### config.mk
export PLATFORM = sky130hd
export DESIGN_NAME = bus_controller_command_ops
export DESIGN_NICKNAME = d
export VERILOG_FILES = /design/src/hw/bus_ctl_pkg.sv /design/src/hw/decimal_accumulator.sv /design/src/hw/reply_formatter.sv /design/src/hw/bus_controller_command_ops.sv
export SDC_FILE = /design/constraint.sdc
export NUM_CORES = 1
export LEC_CHECK = 0
export ABC_AREA = 1
export ABC_CLOCK_PERIOD_IN_PS = 3200
export BUFFER_PORTS_ARGS = -buffer_cell sky130_fd_sc_hd__buf_2
export CORE_MARGIN = 5
export CORE_UTILIZATION = 33
export DETAILED_ROUTE_END_ITERATION = 8
export HOLD_SLACK_MARGIN = 0.02
export PLACE_DENSITY_LB_ADDON = 0.08
export SYNTH_ARGS = -nofsm -noshare
export SYNTH_HDL_FRONTEND = slang
export SYNTH_SLANG_ARGS = --single-unit
export TNS_END_PERCENT = 10
### constraint.sdc
create_clock -name clk -period 3.2 [get_ports clk]
set_clock_uncertainty 0.15 [all_clocks]
set_input_delay 0.64 -clock clk [delete_from_list [all_inputs] [get_ports clk]]
set_output_delay 0.64 -clock clk [all_outputs]
set_load 0.01 [all_outputs]
### src/hw/bus_ctl_pkg.sv
/*
 * Shared constants, types and helpers of the bus controller command interpreter:
 * register offsets and fields, reset values, timing counts, ASCII and bus message bytes.
 * Assumes a 100 MHz system clock; every user compiles this package first.
 */
package bus_ctl_pkg;

	// register byte offsets on the wishbone slave
	localparam logic [7:0] REG_CTRL = 8'h00;
	localparam logic [7:0] REG_STATUS = 8'h04;
	localparam logic [7:0] REG_SENT = 8'h08;
	localparam logic [7:0] REG_ADDR = 8'h0C;
	localparam logic [7:0] REG_TMO = 8'h10;
	// control register fields and reset
	localparam int CTRL_SYSCTL_BIT = 0;
	localparam int CTRL_SPIGN_BIT = 1;
	localparam logic CTRL_SYSCTL_RESET = 1'b1;
	localparam logic CTRL_SPIGN_RESET = 1'b0;
	// status register fields
	localparam int STAT_CTL_LSB = 0;
	localparam int STAT_CIC_BIT = 2;
	localparam int STAT_NOT_IN_CHARGE_BIT = 4;
	localparam int STAT_IO_TIMEOUT_BIT = 5;
	localparam int STAT_NO_LISTENER_BIT = 6;
	localparam int STAT_SERIAL_BIT = 7;
	// own bus address register fields and reset
	localparam int ADDR_PAD_LSB = 0;
	localparam int ADDR_SAD_LSB = 8;
	localparam int ADDR_SAD_EN_BIT = 15;
	localparam logic [4:0] PAD_RESET = 5'h00;
	localparam logic SAD_EN_RESET = 1'b0;
	// timing
	localparam int CLK_MHZ = 100;
	localparam int IFC_TIME_US = 100;
	localparam int IFC_CYCLES = IFC_TIME_US * CLK_MHZ;
	localparam int IO_TIMEOUT_S = 10;
	localparam int IO_TIMEOUT_CYCLES = IO_TIMEOUT_S * CLK_MHZ * 1000000;
	localparam int KEY_MAX = 5;
	// ascii characters
	localparam logic [7:0] CH_CR = 8'h0D;
	localparam logic [7:0] CH_LF = 8'h0A;
	localparam logic [7:0] CH_SP = 8'h20;
	localparam logic [7:0] CH_COMMA = 8'h2C;
	localparam logic [7:0] CH_PLUS = 8'h2B;
	localparam logic [7:0] CH_HASH = 8'h23;
	localparam logic [7:0] CH_ZERO = 8'h30;
	localparam logic [7:0] CH_NINE = 8'h39;
	// interface message bytes
	localparam logic [7:0] MSG_DCL = 8'h14;
	localparam logic [7:0] MSG_SDC = 8'h04;
	localparam logic [7:0] MSG_UNL = 8'h3F;
	localparam logic [7:0] MSG_LAD = 8'h20;
	localparam logic [7:0] MSG_SAD = 8'h60;
	// command keywords, lower case
	localparam logic [39:0] KW_CAC = 40'h0000636163;
	localparam logic [39:0] KW_CADDR = 40'h6361646472;
	localparam logic [39:0] KW_CLR = 40'h0000636C72;
	localparam logic [39:0] KW_CMD = 40'h0000636D64;

	typedef enum logic [1:0] {CTL_IDLE, CTL_STANDBY, CTL_ACTIVE} ctl_state_t;
	typedef enum logic [2:0] {K_NONE, K_CAC, K_CADDR, K_CLR, K_CMD} kw_t;
	typedef enum logic [1:0] {CHK_OK, CHK_IFC, CHK_ERR} chk_t;

	// fold an ascii letter to lower case
	function automatic logic [7:0] to_lower(input logic [7:0] c);
		to_lower = (c >= 8'h41 && c <= 8'h5A) ? (c | 8'h20) : c;
	endfunction : to_lower

	// map a collected keyword to a command code
	function automatic kw_t decode_kw(input logic [39:0] key, input logic [2:0] len);
		decode_kw = K_NONE;
		if (len == 3'h3 && key == KW_CAC)
			decode_kw = K_CAC;
		else if (len == 3'h5 && key == KW_CADDR)
			decode_kw = K_CADDR;
		else if (len == 3'h3 && key == KW_CLR)
			decode_kw = K_CLR;
		else if (len == 3'h3 && key == KW_CMD)
			decode_kw = K_CMD;
	endfunction : decode_kw

	// decide whether an operation needing controller capability may go ahead
	function automatic chk_t ctl_check(input logic cic, input logic passed, input logic sysctl);
		if (cic)
			ctl_check = CHK_OK;
		else if (!passed && sysctl)
			ctl_check = CHK_IFC;
		else
			ctl_check = CHK_ERR;
	endfunction : ctl_check

	// merge a wishbone write into a word under its byte selects
	function automatic logic [31:0] wb_merge(input logic [31:0] old, input logic [31:0] nw,
		input logic [3:0] sel);
		for (int i = 0; i < 4; i++)
			wb_merge[i*8 +: 8] = sel[i] ? nw[i*8 +: 8] : old[i*8 +: 8];
	endfunction : wb_merge

endpackage : bus_ctl_pkg

### src/hw/decimal_accumulator.sv
/*
 * Accumulates a decimal number one ascii digit at a time.
 * Assumes digits arrive as values 0..9 on the same clock as the parser.
 */
`timescale 1ns/10ps
module decimal_accumulator #(
	parameter int WIDTH = 32
) (
	input wire logic clk,
	input wire logic sys_rst,
	input wire logic clear,
	input wire logic digit_valid,
	input wire logic [3:0] digit,
	output logic [WIDTH-1:0] value
);
	typedef struct packed {
		logic [WIDTH-1:0] acc;
	} acc_state_t;

	acc_state_t s;
	acc_state_t next_s;

	// value = value * 10 + digit, cut to width on purpose
	always_comb
	begin
		next_s = s;
		if (clear)
			next_s.acc = '0;
		else if (digit_valid)
			next_s.acc = WIDTH'((s.acc << 3) + (s.acc << 1) + WIDTH'(digit));
	end

	always_ff @(posedge clk)
	begin
		if (sys_rst)
			s <= '0;
		else
			s <= next_s;
	end

	assign value = s.acc;
endmodule : decimal_accumulator

### src/hw/reply_formatter.sv
/*
 * Formats a reply line "a[+b]<CR><LF>" with decimal values 0..31 and streams it out.
 * Assumes a byte sink with valid/ready on the same clock.
 */
`timescale 1ns/10ps
module reply_formatter (
	input wire logic clk,
	input wire logic sys_rst,
	input wire logic start,
	input wire logic [4:0] val_a,
	input wire logic has_b,
	input wire logic [4:0] val_b,
	output logic [7:0] tx_data,
	output logic tx_valid,
	input wire logic tx_ready,
	output logic busy
);
	typedef struct packed {
		logic [55:0] line;
		logic [2:0] left;
		logic busy;
	} fmt_state_t;

	fmt_state_t s;
	fmt_state_t next_s;

	// two ascii digits of a value below 32
	function automatic logic [15:0] digits(input logic [4:0] v);
		logic [4:0] t;
		t = (v >= 5'd30) ? 5'd3 : (v >= 5'd20) ? 5'd2 : (v >= 5'd10) ? 5'd1 : 5'd0;
		digits = {bus_ctl_pkg::CH_ZERO | {3'h0, t}, bus_ctl_pkg::CH_ZERO |
			{3'h0, 5'(v - 5'(t * 5'd10))}};
	endfunction : digits

	// build the line on start, shift out one byte per accepted transfer
	always_comb
	begin
		logic [15:0] da;
		logic [15:0] db;
		logic [55:0] body;
		logic [2:0] len;
		da = digits(val_a);
		db = digits(val_b);
		body = '0;
		len = '0;
		next_s = s;
		if (start && !s.busy)
		begin
			if (has_b)
			begin
				body = {da, bus_ctl_pkg::CH_PLUS, db, bus_ctl_pkg::CH_CR, bus_ctl_pkg::CH_LF};
				len = 3'd7;
			end
			else
			begin
				body = {da, bus_ctl_pkg::CH_CR, bus_ctl_pkg::CH_LF, 24'h000000};
				len = 3'd4;
			end
			if (da[15:8] == bus_ctl_pkg::CH_ZERO)
			begin
				body = {body[47:0], 8'h00}; // no leading zero
				len = 3'(len - 3'd1);
			end
			next_s.line = body;
			next_s.left = len;
			next_s.busy = 1'b1;
		end
		else if (s.busy && tx_ready)
		begin
			next_s.line = {s.line[47:0], 8'h00};
			next_s.left = 3'(s.left - 3'd1);
			next_s.busy = (s.left != 3'd1);
		end
	end

	always_ff @(posedge clk)
	begin
		if (sys_rst)
			s <= '0;
		else
			s <= next_s;
	end

	assign tx_data = s.line[55:48];
	assign tx_valid = s.busy;
	assign busy = s.busy;
endmodule : reply_formatter

### src/hw/bus_controller_command_ops.sv
/*
 * Command interpreter for four serial text commands that drive an instrument bus as
 * its controller: become active controller, set own bus address, device clear and
 * raw interface message send. Software reaches settings and status over wishbone.
 * Assumes the serial receiver, transmitter and bus handshake engine run on clk.
 */
// Design decisions made here: the register addresses and the Wishbone slave port.
// Function
// RULE1: cac 0 takes control at once; cac 1 waits for the running handshake.
// RULE2: cac without argument replies 1 when active controller, else 0.
// RULE3: cac with argument while not in charge flags not_in_charge_error, no takeover.
// RULE4: after reset the controller state is idle.
// RULE5: address argument is decimal primary, optional plus and decimal secondary.
// RULE6: a primary address alone disables secondary addressing.
// RULE7: caddr without argument replies the current bus address.
// RULE8: address holds until caddr again, reinitialise, or power loss.
// RULE9: reset address is primary 0 with secondary addressing off.
// RULE10: clr with list sends selected clear to those; without, universal clear.
// RULE11: first controller operation pulses IFC and raises REN if system control on.
// RULE12: clr after control passed away and not regained flags not_in_charge_error.
// RULE13: message bytes go on the bus exactly as received.
// RULE14: optional count follows a number sign, 1 to 4294967295, terminators excluded.
// RULE15: without count the first CR or LF ends the message string.
// RULE16: host ends the cmd line with LF or CR LF, never CR alone.
// RULE17: after a lone CR a leading LF message byte is discarded.
// RULE18: standby controller in charge takes control and asserts ATN before sending.
// RULE19: sending stops on done, not in charge, timeout, no listener, serial error.
// RULE20: the count of bytes really sent is recorded.
// RULE21: after an early stop the rest of the message is read and dropped.
// RULE22: keywords are accepted in upper or lower case.
`timescale 1ns/10ps
module bus_controller_command_ops #(
	parameter int IFC_PULSE_CYCLES = bus_ctl_pkg::IFC_CYCLES,
	parameter logic [31:0] IO_TIMEOUT_DEFAULT = 32'(bus_ctl_pkg::IO_TIMEOUT_CYCLES)
) (
	input wire logic clk,
	input wire logic sys_rst,
	input wire logic wb_cyc,
	input wire logic wb_stb,
	input wire logic wb_we,
	input wire logic [7:0] wb_adr,
	input wire logic [3:0] wb_sel,
	input wire logic [31:0] wb_dat_w,
	output logic [31:0] wb_dat_r,
	output logic wb_ack,
	input wire logic [7:0] rx_data,
	input wire logic rx_valid,
	output logic rx_ready,
	input wire logic rx_error,
	output logic [7:0] tx_data,
	output logic tx_valid,
	input wire logic tx_ready,
	output logic [7:0] bus_byte,
	output logic bus_byte_valid,
	input wire logic bus_byte_done,
	input wire logic no_listener,
	input wire logic handshake_busy,
	input wire logic control_passed,
	input wire logic reinit,
	output logic ifc,
	output logic ren,
	output logic atn
);
	typedef enum logic [3:0] {S_KEY, S_ARG, S_CNT, S_MSG, S_IFC, S_SEND, S_SYNC, S_REPLY,
		S_SKIP} pstate_t;

	typedef struct packed {
		pstate_t st;
		pstate_t ret;
		bus_ctl_pkg::kw_t kw;
		bus_ctl_pkg::ctl_state_t ctl;
		logic cic;
		logic passed;
		logic ifc;
		logic ren;
		logic [39:0] key;
		logic [2:0] key_len;
		logic got_digit;
		logic in_sad;
		logic line_end;
		logic aborted;
		logic counted;
		logic cmd_cr;
		logic [4:0] tmp_pad;
		logic [31:0] remaining;
		logic [4:0] pad;
		logic [4:0] sad;
		logic sad_en;
		logic [7:0] bus_byte;
		logic [1:0] clr_step;
		logic [4:0] clr_pad;
		logic [4:0] clr_sad;
		logic clr_has_sad;
		logic [31:0] timer;
		logic [31:0] sent;
		logic sysctl;
		logic spign;
		logic [31:0] tmo;
		logic e_cic;
		logic e_abo;
		logic e_nol;
		logic e_ser;
		logic ack;
		logic [31:0] dat;
	} state_t;

	state_t s;
	state_t n;
	logic dec_clear;
	logic dec_digit_valid;
	logic [31:0] dec_val;
	logic reply_start;
	logic [4:0] reply_a;
	logic reply_has_b;
	logic [4:0] reply_b;
	logic reply_busy;
	logic take;
	logic [7:0] ch;
	logic is_eol;
	logic is_digit;

	decimal_accumulator #(.WIDTH(32)) u_dec (
		.clk(clk),
		.sys_rst(sys_rst),
		.clear(dec_clear),
		.digit_valid(dec_digit_valid),
		.digit(rx_data[3:0]),
		.value(dec_val)
	);

	reply_formatter u_reply (
		.clk(clk),
		.sys_rst(sys_rst),
		.start(reply_start),
		.val_a(reply_a),
		.has_b(reply_has_b),
		.val_b(reply_b),
		.tx_data(tx_data),
		.tx_valid(tx_valid),
		.tx_ready(tx_ready),
		.busy(reply_busy)
	);

	// serial bytes are taken only in parsing states
	assign rx_ready = (s.st == S_KEY) || (s.st == S_ARG) || (s.st == S_CNT) ||
		(s.st == S_MSG) || (s.st == S_SKIP);
	assign take = rx_valid && rx_ready;
	assign ch = bus_ctl_pkg::to_lower(rx_data); // see RULE22
	assign is_eol = (rx_data == bus_ctl_pkg::CH_CR) || (rx_data == bus_ctl_pkg::CH_LF);
	assign is_digit = (rx_data >= bus_ctl_pkg::CH_ZERO) && (rx_data <= bus_ctl_pkg::CH_NINE);

	// register file, command parser and bus sequencer
	always_comb
	begin
		bus_ctl_pkg::chk_t chk;
		logic has_field;
		logic [4:0] cur_pad;
		logic last;
		logic stop;
		n = s;
		chk = bus_ctl_pkg::CHK_OK;
		has_field = s.got_digit || s.in_sad;
		cur_pad = s.in_sad ? s.tmp_pad : dec_val[4:0];
		last = 1'b0;
		stop = 1'b0;
		dec_clear = 1'b0;
		dec_digit_valid = 1'b0;
		reply_start = 1'b0;
		reply_a = '0;
		reply_has_b = 1'b0;
		reply_b = '0;

		// wishbone slave: one-cycle ack, writes land on the ack edge, W1C flags first
		n.ack = wb_cyc && wb_stb && !s.ack;
		if (wb_cyc && wb_stb && s.ack && wb_we)
		begin
			case (wb_adr)
				bus_ctl_pkg::REG_CTRL:
				begin
					if (wb_sel[0])
					begin
						n.sysctl = wb_dat_w[bus_ctl_pkg::CTRL_SYSCTL_BIT];
						n.spign = wb_dat_w[bus_ctl_pkg::CTRL_SPIGN_BIT];
					end
				end
				bus_ctl_pkg::REG_STATUS:
				begin
					if (wb_sel[0])
					begin
						n.e_cic = s.e_cic && !wb_dat_w[bus_ctl_pkg::STAT_NOT_IN_CHARGE_BIT];
						n.e_abo = s.e_abo && !wb_dat_w[bus_ctl_pkg::STAT_IO_TIMEOUT_BIT];
						n.e_nol = s.e_nol && !wb_dat_w[bus_ctl_pkg::STAT_NO_LISTENER_BIT];
						n.e_ser = s.e_ser && !wb_dat_w[bus_ctl_pkg::STAT_SERIAL_BIT];
					end
				end
				bus_ctl_pkg::REG_TMO: n.tmo = bus_ctl_pkg::wb_merge(s.tmo, wb_dat_w, wb_sel);
				default: ;
			endcase
		end
		n.dat = '0;
		case (wb_adr)
			bus_ctl_pkg::REG_CTRL:
			begin
				n.dat[bus_ctl_pkg::CTRL_SYSCTL_BIT] = s.sysctl;
				n.dat[bus_ctl_pkg::CTRL_SPIGN_BIT] = s.spign;
			end
			bus_ctl_pkg::REG_STATUS:
			begin
				n.dat[bus_ctl_pkg::STAT_CTL_LSB +: 2] = s.ctl;
				n.dat[bus_ctl_pkg::STAT_CIC_BIT] = s.cic;
				n.dat[bus_ctl_pkg::STAT_NOT_IN_CHARGE_BIT] = s.e_cic;
				n.dat[bus_ctl_pkg::STAT_IO_TIMEOUT_BIT] = s.e_abo;
				n.dat[bus_ctl_pkg::STAT_NO_LISTENER_BIT] = s.e_nol;
				n.dat[bus_ctl_pkg::STAT_SERIAL_BIT] = s.e_ser;
			end
			bus_ctl_pkg::REG_SENT: n.dat = s.sent;
			bus_ctl_pkg::REG_ADDR:
			begin
				n.dat[bus_ctl_pkg::ADDR_PAD_LSB +: 5] = s.pad;
				n.dat[bus_ctl_pkg::ADDR_SAD_LSB +: 5] = s.sad;
				n.dat[bus_ctl_pkg::ADDR_SAD_EN_BIT] = s.sad_en;
			end
			bus_ctl_pkg::REG_TMO: n.dat = s.tmo;
			default: ;
		endcase

		// bus and serial side events
		if (control_passed)
		begin
			n.cic = 1'b0;
			n.passed = 1'b1;
			n.ctl = bus_ctl_pkg::CTL_IDLE;
		end
		if (reinit)
		begin
			n.pad = bus_ctl_pkg::PAD_RESET; // see RULE8
			n.sad = '0;
			n.sad_en = bus_ctl_pkg::SAD_EN_RESET;
		end
		if (rx_error && !s.spign)
		begin
			n.e_ser = 1'b1;
			if (s.kw == bus_ctl_pkg::K_CMD)
				n.aborted = 1'b1; // see RULE19
		end

		case (s.st)
			S_KEY:
			begin
				if (take)
				begin
					if (is_eol || ch == bus_ctl_pkg::CH_SP || ch == bus_ctl_pkg::CH_HASH)
					begin
						if (s.key_len != 3'h0)
						begin
							n.kw = bus_ctl_pkg::decode_kw(s.key, s.key_len);
							n.key = '0;
							n.key_len = '0;
							dec_clear = 1'b1;
							n.got_digit = 1'b0;
							n.in_sad = 1'b0;
							n.line_end = is_eol;
							n.st = is_eol ? S_KEY : S_SKIP;
							case (n.kw)
								bus_ctl_pkg::K_CAC:
								begin
									n.st = is_eol ? S_REPLY : S_ARG;
									reply_start = is_eol; // see RULE2
									reply_a = (s.ctl == bus_ctl_pkg::CTL_ACTIVE) ? 5'd1 : 5'd0;
								end
								bus_ctl_pkg::K_CADDR:
								begin
									n.st = is_eol ? S_REPLY : S_ARG;
									reply_start = is_eol; // see RULE7
									reply_a = s.pad;
									reply_has_b = s.sad_en;
									reply_b = s.sad;
								end
								bus_ctl_pkg::K_CLR, bus_ctl_pkg::K_CMD:
								begin
									chk = bus_ctl_pkg::ctl_check(s.cic, s.passed, s.sysctl);
									if (n.kw == bus_ctl_pkg::K_CLR)
									begin
										n.bus_byte = bus_ctl_pkg::MSG_DCL; // see RULE10
										n.clr_step = 2'd0;
										n.ret = is_eol ? S_SEND : S_ARG;
									end
									else
									begin
										n.sent = '0;
										n.aborted = 1'b0;
										n.counted = 1'b0;
										n.cmd_cr = (rx_data == bus_ctl_pkg::CH_CR);
										n.ret = is_eol ? S_MSG : S_CNT;
									end
									n.st = n.ret;
									if (chk == bus_ctl_pkg::CHK_IFC)
									begin
										n.st = S_IFC; // see RULE11
										n.timer = '0;
										n.ifc = 1'b1;
										n.ren = 1'b1;
									end
									else if (chk == bus_ctl_pkg::CHK_ERR)
									begin
										n.e_cic = 1'b1; // see RULE12
										n.aborted = 1'b1;
										if (n.kw == bus_ctl_pkg::K_CLR)
											n.st = is_eol ? S_KEY : S_SKIP;
									end
									else
										n.ctl = bus_ctl_pkg::CTL_ACTIVE; // see RULE18
								end
								default: ;
							endcase
						end
					end
					else if (s.key_len <= 3'(bus_ctl_pkg::KEY_MAX))
					begin
						n.key = {s.key[31:0], ch}; // see RULE22
						n.key_len = 3'(s.key_len + 3'h1);
					end
				end
			end
			S_ARG:
			begin
				if (take)
				begin
					if (is_digit)
					begin
						dec_digit_valid = 1'b1; // see RULE5
						n.got_digit = 1'b1;
					end
					else if (rx_data == bus_ctl_pkg::CH_PLUS)
					begin
						n.tmp_pad = dec_val[4:0]; // see RULE5
						n.in_sad = 1'b1;
						n.got_digit = 1'b0;
						dec_clear = 1'b1;
					end
					else
					begin
						n.line_end = is_eol;
						dec_clear = 1'b1;
						n.got_digit = 1'b0;
						n.in_sad = 1'b0;
						if (is_eol)
							n.st = S_KEY;
						if (s.kw == bus_ctl_pkg::K_CAC && has_field)
						begin
							if (!s.cic)
								n.e_cic = 1'b1; // see RULE3
							else if (dec_val == 32'h0)
								n.ctl = bus_ctl_pkg::CTL_ACTIVE; // see RULE1
							else
								n.st = S_SYNC;
						end
						else if (s.kw == bus_ctl_pkg::K_CADDR && has_field)
						begin
							n.pad = cur_pad;
							n.sad_en = s.in_sad; // see RULE6
							n.sad = s.in_sad ? dec_val[4:0] : 5'h00;
						end
						else if (s.kw == bus_ctl_pkg::K_CLR && has_field)
						begin
							n.clr_pad = cur_pad; // see RULE10
							n.clr_sad = dec_val[4:0];
							n.clr_has_sad = s.in_sad;
							n.bus_byte = bus_ctl_pkg::MSG_UNL;
							n.clr_step = 2'd1;
							n.timer = '0;
							n.st = S_SEND;
						end
					end
				end
			end
			S_CNT:
			begin
				if (take)
				begin
					if (is_digit)
					begin
						dec_digit_valid = 1'b1; // see RULE14
						n.got_digit = 1'b1;
					end
					else if (is_eol)
					begin
						n.counted = s.got_digit && (dec_val != 32'h0);
						n.remaining = dec_val;
						n.cmd_cr = (rx_data == bus_ctl_pkg::CH_CR);
						n.st = S_MSG;
					end
				end
			end
			S_MSG:
			begin
				if (take)
				begin
					n.cmd_cr = 1'b0;
					if (s.cmd_cr && rx_data == bus_ctl_pkg::CH_LF)
						n.cmd_cr = 1'b0; // see RULE17
					else if (!s.counted && is_eol)
						n.st = S_KEY; // see RULE15
					else
					begin
						if (s.counted)
						begin
							n.remaining = s.remaining - 32'h1;
							last = (s.remaining == 32'h1);
						end
						if (!s.aborted && !s.cic)
						begin
							n.e_cic = 1'b1; // see RULE19
							n.aborted = 1'b1;
						end
						if (!s.aborted && s.cic)
						begin
							n.bus_byte = rx_data; // see RULE13
							n.timer = '0;
							n.st = S_SEND;
						end
						else if (last)
							n.st = S_KEY; // see RULE21
					end
				end
			end
			S_SEND:
			begin
				n.timer = s.timer + 32'h1;
				if (bus_byte_done)
				begin
					if (s.kw == bus_ctl_pkg::K_CMD)
						n.sent = s.sent + 32'h1; // see RULE20
					stop = 1'b1;
				end
				else if (no_listener)
				begin
					n.e_nol = 1'b1;
					n.aborted = 1'b1;
					n.clr_step = 2'd0;
					stop = 1'b1;
				end
				else if (s.timer >= s.tmo)
				begin
					n.e_abo = 1'b1; // see RULE19
					n.aborted = 1'b1;
					n.clr_step = 2'd0;
					stop = 1'b1;
				end
				if (stop)
				begin
					n.timer = '0;
					if (s.kw == bus_ctl_pkg::K_CMD)
						n.st = (s.counted && s.remaining == 32'h0) ? S_KEY : S_MSG;
					else if (n.clr_step == 2'd1)
					begin
						n.bus_byte = bus_ctl_pkg::MSG_LAD | {3'h0, s.clr_pad};
						n.clr_step = s.clr_has_sad ? 2'd2 : 2'd3;
					end
					else if (n.clr_step == 2'd2)
					begin
						n.bus_byte = bus_ctl_pkg::MSG_SAD | {3'h0, s.clr_sad};
						n.clr_step = 2'd3;
					end
					else if (n.clr_step == 2'd3)
					begin
						n.bus_byte = bus_ctl_pkg::MSG_SDC;
						n.clr_step = 2'd0;
					end
					else if (n.aborted)
						n.st = s.line_end ? S_KEY : S_SKIP;
					else
						n.st = s.line_end ? S_KEY : S_ARG;
				end
			end
			S_IFC:
			begin
				n.timer = s.timer + 32'h1;
				if (s.timer >= 32'(IFC_PULSE_CYCLES - 1))
				begin
					n.ifc = 1'b0; // see RULE11
					n.cic = 1'b1;
					n.passed = 1'b0;
					n.ctl = bus_ctl_pkg::CTL_ACTIVE;
					n.timer = '0;
					n.st = s.ret;
				end
			end
			S_SYNC:
			begin
				if (!handshake_busy)
				begin
					n.ctl = bus_ctl_pkg::CTL_ACTIVE; // see RULE1
					n.st = s.line_end ? S_KEY : S_SKIP;
				end
			end
			S_REPLY:
			begin
				if (!reply_busy && !reply_start)
					n.st = S_KEY;
			end
			S_SKIP:
			begin
				if (take && is_eol)
					n.st = S_KEY;
			end
			default: n.st = S_KEY;
		endcase
	end

	// state register; reset gives idle controller and address 0 without secondary
	always_ff @(posedge clk)
	begin
		if (sys_rst)
		begin
			s <= '0; // see RULE4
			s.pad <= bus_ctl_pkg::PAD_RESET; // see RULE9
			s.sad_en <= bus_ctl_pkg::SAD_EN_RESET;
			s.sysctl <= bus_ctl_pkg::CTRL_SYSCTL_RESET;
			s.spign <= bus_ctl_pkg::CTRL_SPIGN_RESET;
			s.tmo <= IO_TIMEOUT_DEFAULT;
		end
		else
			s <= n;
	end

	// outputs
	assign wb_dat_r = s.dat;
	assign wb_ack = s.ack;
	assign bus_byte = s.bus_byte;
	assign bus_byte_valid = (s.st == S_SEND);
	assign ifc = s.ifc;
	assign ren = s.ren;
	assign atn = (s.ctl == bus_ctl_pkg::CTL_ACTIVE); // see RULE18
endmodule : bus_controller_command_ops

---- After elaboration in Yosys (flattened, before gate mapping) ----
Cells that the tools add are included.
storage, ports and cells
  register bits ........................... 362
  input bits .............................. 65
  output and inout bits ................... 55
  logic and storage cells ................. 501
cells by class
  $add $sub $neg .......................... 10
  $mul .................................... 2
  $lt $le $gt $ge ......................... 13
  equal/unequal tests ..................... 75
  multiplexer cells ....................... 255
  bitwise logic cells ..................... 4
  reductions and logical operators ........ 98
operators by type and width
  kind                   count
  $mux 32                17
  $mux 64                8
  $pmux 32 s5            1
  $mux 4                 37
  $pmux 32 s2            2
  $eq 40x23->1 const B   3
  $mux 60                2
  $mux 53                2
  $mux 51                2
  $mux 10                10
  $mux 43                2
  $mux 5                 16
  $mux 1                 70
  $mux 2                 33
  $add 32x1->32 const B  2
  $logic_not 32->1       2
  $mux 52                1
  $mux 3                 16
  $eq 40x39->1 const B   1
  $mux 13                3
  $mux 38                1
  $ne 2x2->1 const B     19
  $pmux 4 s9             1
  $mux 11                3
  73 further kinds       203

---- Longest topological paths before layout ----
  depth after elaboration ................. 25
  mapped depth ............................ 26
  gate-level depth less buffers ........... 26

---- Hierarchy ----
A second synthesis with hierarchy kept.
second synthesis, totals
  cells, all modules ...................... 3303
  area total of the unflattened synthesis .. 21685.8 µm²
by module, submodules not included
  module                      times used  cells an instance  area each (µm²)  sequential area each (µm²)
  bus_controller_command_ops  1           2391               15930.3          5385.2
  decimal_accumulator         1           657                3829.9           640.6
  reply_formatter             1           255                1925.6           660.6

---- Worst setup path after synthesis ----
Ideal clock, no wire load.
  path kind ............................... register to register
  start ................................... register s[42] (netlist name)
  end ..................................... register s[266] (netlist name)
  library setup time ...................... 70 ps
  arrival ................................. 3229 ps
  data required time ...................... 2980 ps
  path slack .............................. -249 ps
  stages on the path, launching flop included .. 25
  path buffers ............................ 0
  clock period less this slack ............ 3449 ps
  path through ............................ dfxtp_1 -> inv_1 -> ha_1 -> a21oi_1 -> nor2_1 -> nor2_1 -> nand3_1 -> nand2_1 -> nand2_1 -> nand2_1 -> nand3_1 -> o21ai_0 -> inv_1 -> nor2_1 -> inv_1 -> ha_1 -> nor3_1 -> nor3_1 -> nor4_1 -> nand4_1 -> nor2_1 -> nand3_1 -> nor2_1 -> nand2_1 -> a21oi_1
between the ends
  word-level cells in the longest chain between the ends .. 12
  elaborated cells on any way between the ends .. 28
  those cells by class .................... order compare (1); eq/ne (7); mux (19); reduce/logical (1)
ends and longest elaborated chain
  what                      RTL line                           text
  start: declaration        bus_controller_command_ops.sv:107  state_t s;
  start signal: assignment  bus_controller_command_ops.sv:524  s <= n;
  $ge 32x32->1 (*)          bus_controller_command_ops.sv:443  else if (s.timer >= s.tmo)
  $mux 1                    bus_controller_command_ops.sv:443
  $mux 1                    bus_controller_command_ops.sv:436  else if (no_listener)
  $mux 1                    bus_controller_command_ops.sv:430  if (bus_byte_done)
  $mux 1                    bus_controller_command_ops.sv:247  case (s.st)
  $mux 4                    bus_controller_command_ops.sv:470  else if (n.aborted)
  $mux 4                    bus_controller_command_ops.sv:465  else if (n.clr_step == 2'd3)
  $mux 4                    bus_controller_command_ops.sv:460  else if (n.clr_step == 2'd2)
  $mux 4                    bus_controller_command_ops.sv:455  else if (n.clr_step == 2'd1)
  $mux 4                    bus_controller_command_ops.sv:453  if (s.kw == bus_ctl_pkg::K_CMD)
  $mux 4                    bus_controller_command_ops.sv:450  if (stop)
  $pmux 4 s9                bus_controller_command_ops.sv:247
Every way passes the cells marked *; elsewhere a longest branch is shown, timed or not. The select of a mux whose other input is x is not followed.
A chain may end at the register's enable or synchronous reset.

---- Final worst setup path ----
  start ................................... register s[65] (netlist name)
  end ..................................... register s[268] (netlist name)
The elaborated chain is that of the path after synthesis.

==> run summary <==
* **pin count of the biggest net entering global routing** 174
* **final setup vio count** 12
* **clock net sink count** 334
* **Synth area leader** sky130_fd_sc_hd__dfxtp_1
* **kind of start point of the critical path** flip-flop
* **Final Hold Viols** 0
* **share of synthesized registers carrying an async set or reset** 0%
* **core area** 0.06171 mm²
* **first-pass GRT wire length** 121000 µm
* **share of the clock period used by the worst path after layout** 106.8%
* **clk buf depth** 3
* **number of fill cells in the layout** 6602
* **Skew-Pair Late Insertion Delay** 580 ps
* **drt pass-1 iters** 5
* **count of final max-slew check failures** 0
* **routed vias** 21320
* **Tightest Pin Transition** 976.2 ps
* **total gr overflow** 0
* **Top FF cell, synth** sky130_fd_sc_hd__dfxtp_1
* **Layout Nets** 3439
* **cell type group with the largest total delay on the critical path** simple AND/OR/NAND/NOR gates
* **I/O pin count** 120
* **chip width** 259.4 µm
* **total negative slack** -2108 ps
* **number of antenna violations at the first check in global routing** 8
* **result of the run** finished with violations
* **dominant cells by area after synthesis** sky130_fd_sc_hd__dfxtp_1 33%, sky130_fd_sc_hd__nand2_1 10%, sky130_fd_sc_hd__a21oi_1 7.6%
* **Max FO, Critical Path** 3
* **most repeated cell in the gate-level netlist after synthesis** sky130_fd_sc_hd__nand2_1
* **worst path cell trace** inv_1 -> ha_1 -> nand2_1 -> nor2_4 -> nand3_2 -> nor2_4 -> nand4_1 -> nand3_4 -> o21ai_4 -> buf_6 -> nand2_8 -> inv_4 -> ha_4 -> nor3_4 -> nor3_2 -> nor4_2 -> nand4_1 -> nor2_2 -> nand3_2 -> buf_6 -> nand2_1 -> a21oi_2
* **setup repair after global routing missed its margin** yes
* **worst setup path category** reg2reg
* **violated checks** negative setup slack
* **proportion of synthesized chip area in sequential cells** 32.56%
* **maximum frequency from static timing analysis** 292.5 MHz
* **Period minus WS final** 3419 ps
* **CTS Buf Count** 45
* **warnings from Yosys** 0
* **worst min path class** in2reg
* **proportion of layout cells with a drive suffix above 1** 19.67%
* **number of synthesized flops with an enable pin** 0
* **required time of the critical path** 3480 ps
* **Area Overhead vs Synth** 24.18%
* **final estimated routing congestion in global placement** 0.9643
* **area of combinational cells with multiple inputs** 0.01233 mm²
* **starting utilization of the core area** 33.27%
* **placed wire-length estimate** 60810 µm
* **synthesized area per cell** 6.872 µm²
* **min setup slack post-route** -219.2 ps
* **post-synth top area share** 32.56%
* **DRT iter0 DRCs** 1433
* **register area** 0.006705 mm²
* **power density cells** 387.5 mW/mm²
* **Die Area** 0.06731 mm²
* **library cell contributing the largest single delay on the critical path** sky130_fd_sc_hd__dfxtp_2
* **Worst Path Buf+Inv** 4
* **number of register bits inferred by synthesis** 334
* **Final Power** 9.879 mW
* **Routed wire per std cell** 19.18 µm
* **global-route usage over all layers** 22.62%
* **Syn Inst Count** 2988
* **number of hold-repair buffers added at the cts stage** 0
* **number of I/O port buffers** 117
* **post-detailed-route via-to-cell ratio** 5.169
* **DR DRC count** 0
* **number of global-route vias before repair** 20560
* **normalized max-slew margin** 34.92%
* **row count** 91
* **ranking of synthesized cells by instance count** 571 x sky130_fd_sc_hd__nand2_1, 334 x sky130_fd_sc_hd__dfxtp_1, 312 x sky130_fd_sc_hd__a21oi_1, 312 x sky130_fd_sc_hd__inv_1, 296 x sky130_fd_sc_hd__nor2_1
* **root buffer selected by CTS** sky130_fd_sc_hd__clkbuf_16
* **leakage** 10.50 nW
* **summed instance area of the synthesized netlist** 0.02053 mm²
* **height of the die** 259.4 µm
* **antenna-violating nets left** 0
* **highest ir drop seen on vdd** 0.3216 mV
* **maximum single-stage delay on the critical path** 330 ps
* **count of maximum capacitance violations** 0
* **clock tree from TritonCTS** yes
* **depth of the CTS H-tree** 2
* **clock-pin slew on the worst setup and hold paths** 60 ps
* **Crit. End Element** flip-flop
* **Critical Path AT** 3690 ps
* **count of unique library cells instantiated by Yosys** 69
* **wire length reported by the detailed router** 79080 µm
## power by group
part	switching (mW)	internal, mW
clock network	2.00	3.12
registers	0.0420	4.21
logic	0.334	0.173
total	2.37	7.51
## state kept, by name, indices dropped and copies added, names as in the netlist
name	count
ifc	1
s	226
bus_byte	8
wb_dat_r	32
u_reply.s	26
wb_ack	1
u_reply.busy	1
ren	1
u_dec.value	32
u_reply.tx_data	6
## final cells by class
class	instances	share of cell area [%]
diodes	2	0.01963
clock inverters	7	0.4809
clock buffers	65	5.270
well taps	837	4.107
multi-input cells	2163	48.36
repair buffers	376	10.40
flip-flops and latches	334	26.30
inverters	340	5.064
## timing repair
action,in CTS,in global routing
resized for setup,30,113
setup buffers,4,2
endpoints found under the setup margin,17,48
pin swaps,30,58
## cells in the final DEF, fill, tap and decap left out, types with 59 or more instances in the layout
cell type / n
sky130_fd_sc_hd__dfxtp_1: 319
sky130_fd_sc_hd__nand2_1: 557
sky130_fd_sc_hd__nand3_1: 139
sky130_fd_sc_hd__nand4_1: 59
sky130_fd_sc_hd__ha_1: 84
sky130_fd_sc_hd__buf_2: 116
sky130_fd_sc_hd__a21oi_1: 296
sky130_fd_sc_hd__buf_4: 247
sky130_fd_sc_hd__nor2_1: 287
sky130_fd_sc_hd__o21ai_0: 203
sky130_fd_sc_hd__nor3_1: 67
sky130_fd_sc_hd__inv_1: 290
## metal layers
layer  wire [µm]  vias up  GRT usage (%)
li1            -    10640              -
met1       34080    10040          28.34
met2       38940      502          40.62
met3        3964      118          3.336
met4        2018       10          6.033
met5          74        -              0
## cells by family after synthesis
kind of cell | count (synthesis) | synth area share (%)
XOR/XNOR | 66 | 2.815
adder cells (fa/ha/maj) | 114 | 7.093
buffers and inverters | 492 | 10.13
AND/OR/NAND/NOR | 1257 | 27.33
flip-flops | 334 | 32.56
AO/OA/AOI/OAI | 724 | 20.05
other | 1 | 0.01826
## final timing paths
path                              startpoint  endpoint  slack (ps)  cells past startpoint
worst min register to register        wb_ack    wb_ack         290                      1
worst max register to register         s[65]    s[268]        -220                     22
worst min-delay path            wb_dat_w[28]     s[65]         140                      3
worst max-delay path                   s[65]    s[268]        -220                     22
## per-stage QoR
| stage | worst slack, ps | hold WS [ps] | utilization [%] | std cells | area, µm² |
|---|---|---|---|---|---|
| after floorplan | -124.4 | 290.1 | - | 2989 | 20550 |
| after global placement | -520.7 | 270.0 | 37.89 | 4044 | 23380 |
| after detailed placement | -620.7 | 288.6 | 37.89 | 4044 | 23380 |
| after CTS | -378.0 | 103.3 | 40.49 | 4120 | 24990 |
| after global routing | -441.5 | 140.3 | 41.31 | 4122 | 25490 |
| final | -219.2 | 137.5 | 41.32 | 4124 | 25500 |
## tightest hold or removal path: cells and delay by family
family,cells,cell delay [ps]
AO/OA/AOI/OAI,1,70
buffers and inverters,1,80
AND/OR/NAND/NOR,1,40
(Power assumes the default switching activity.)
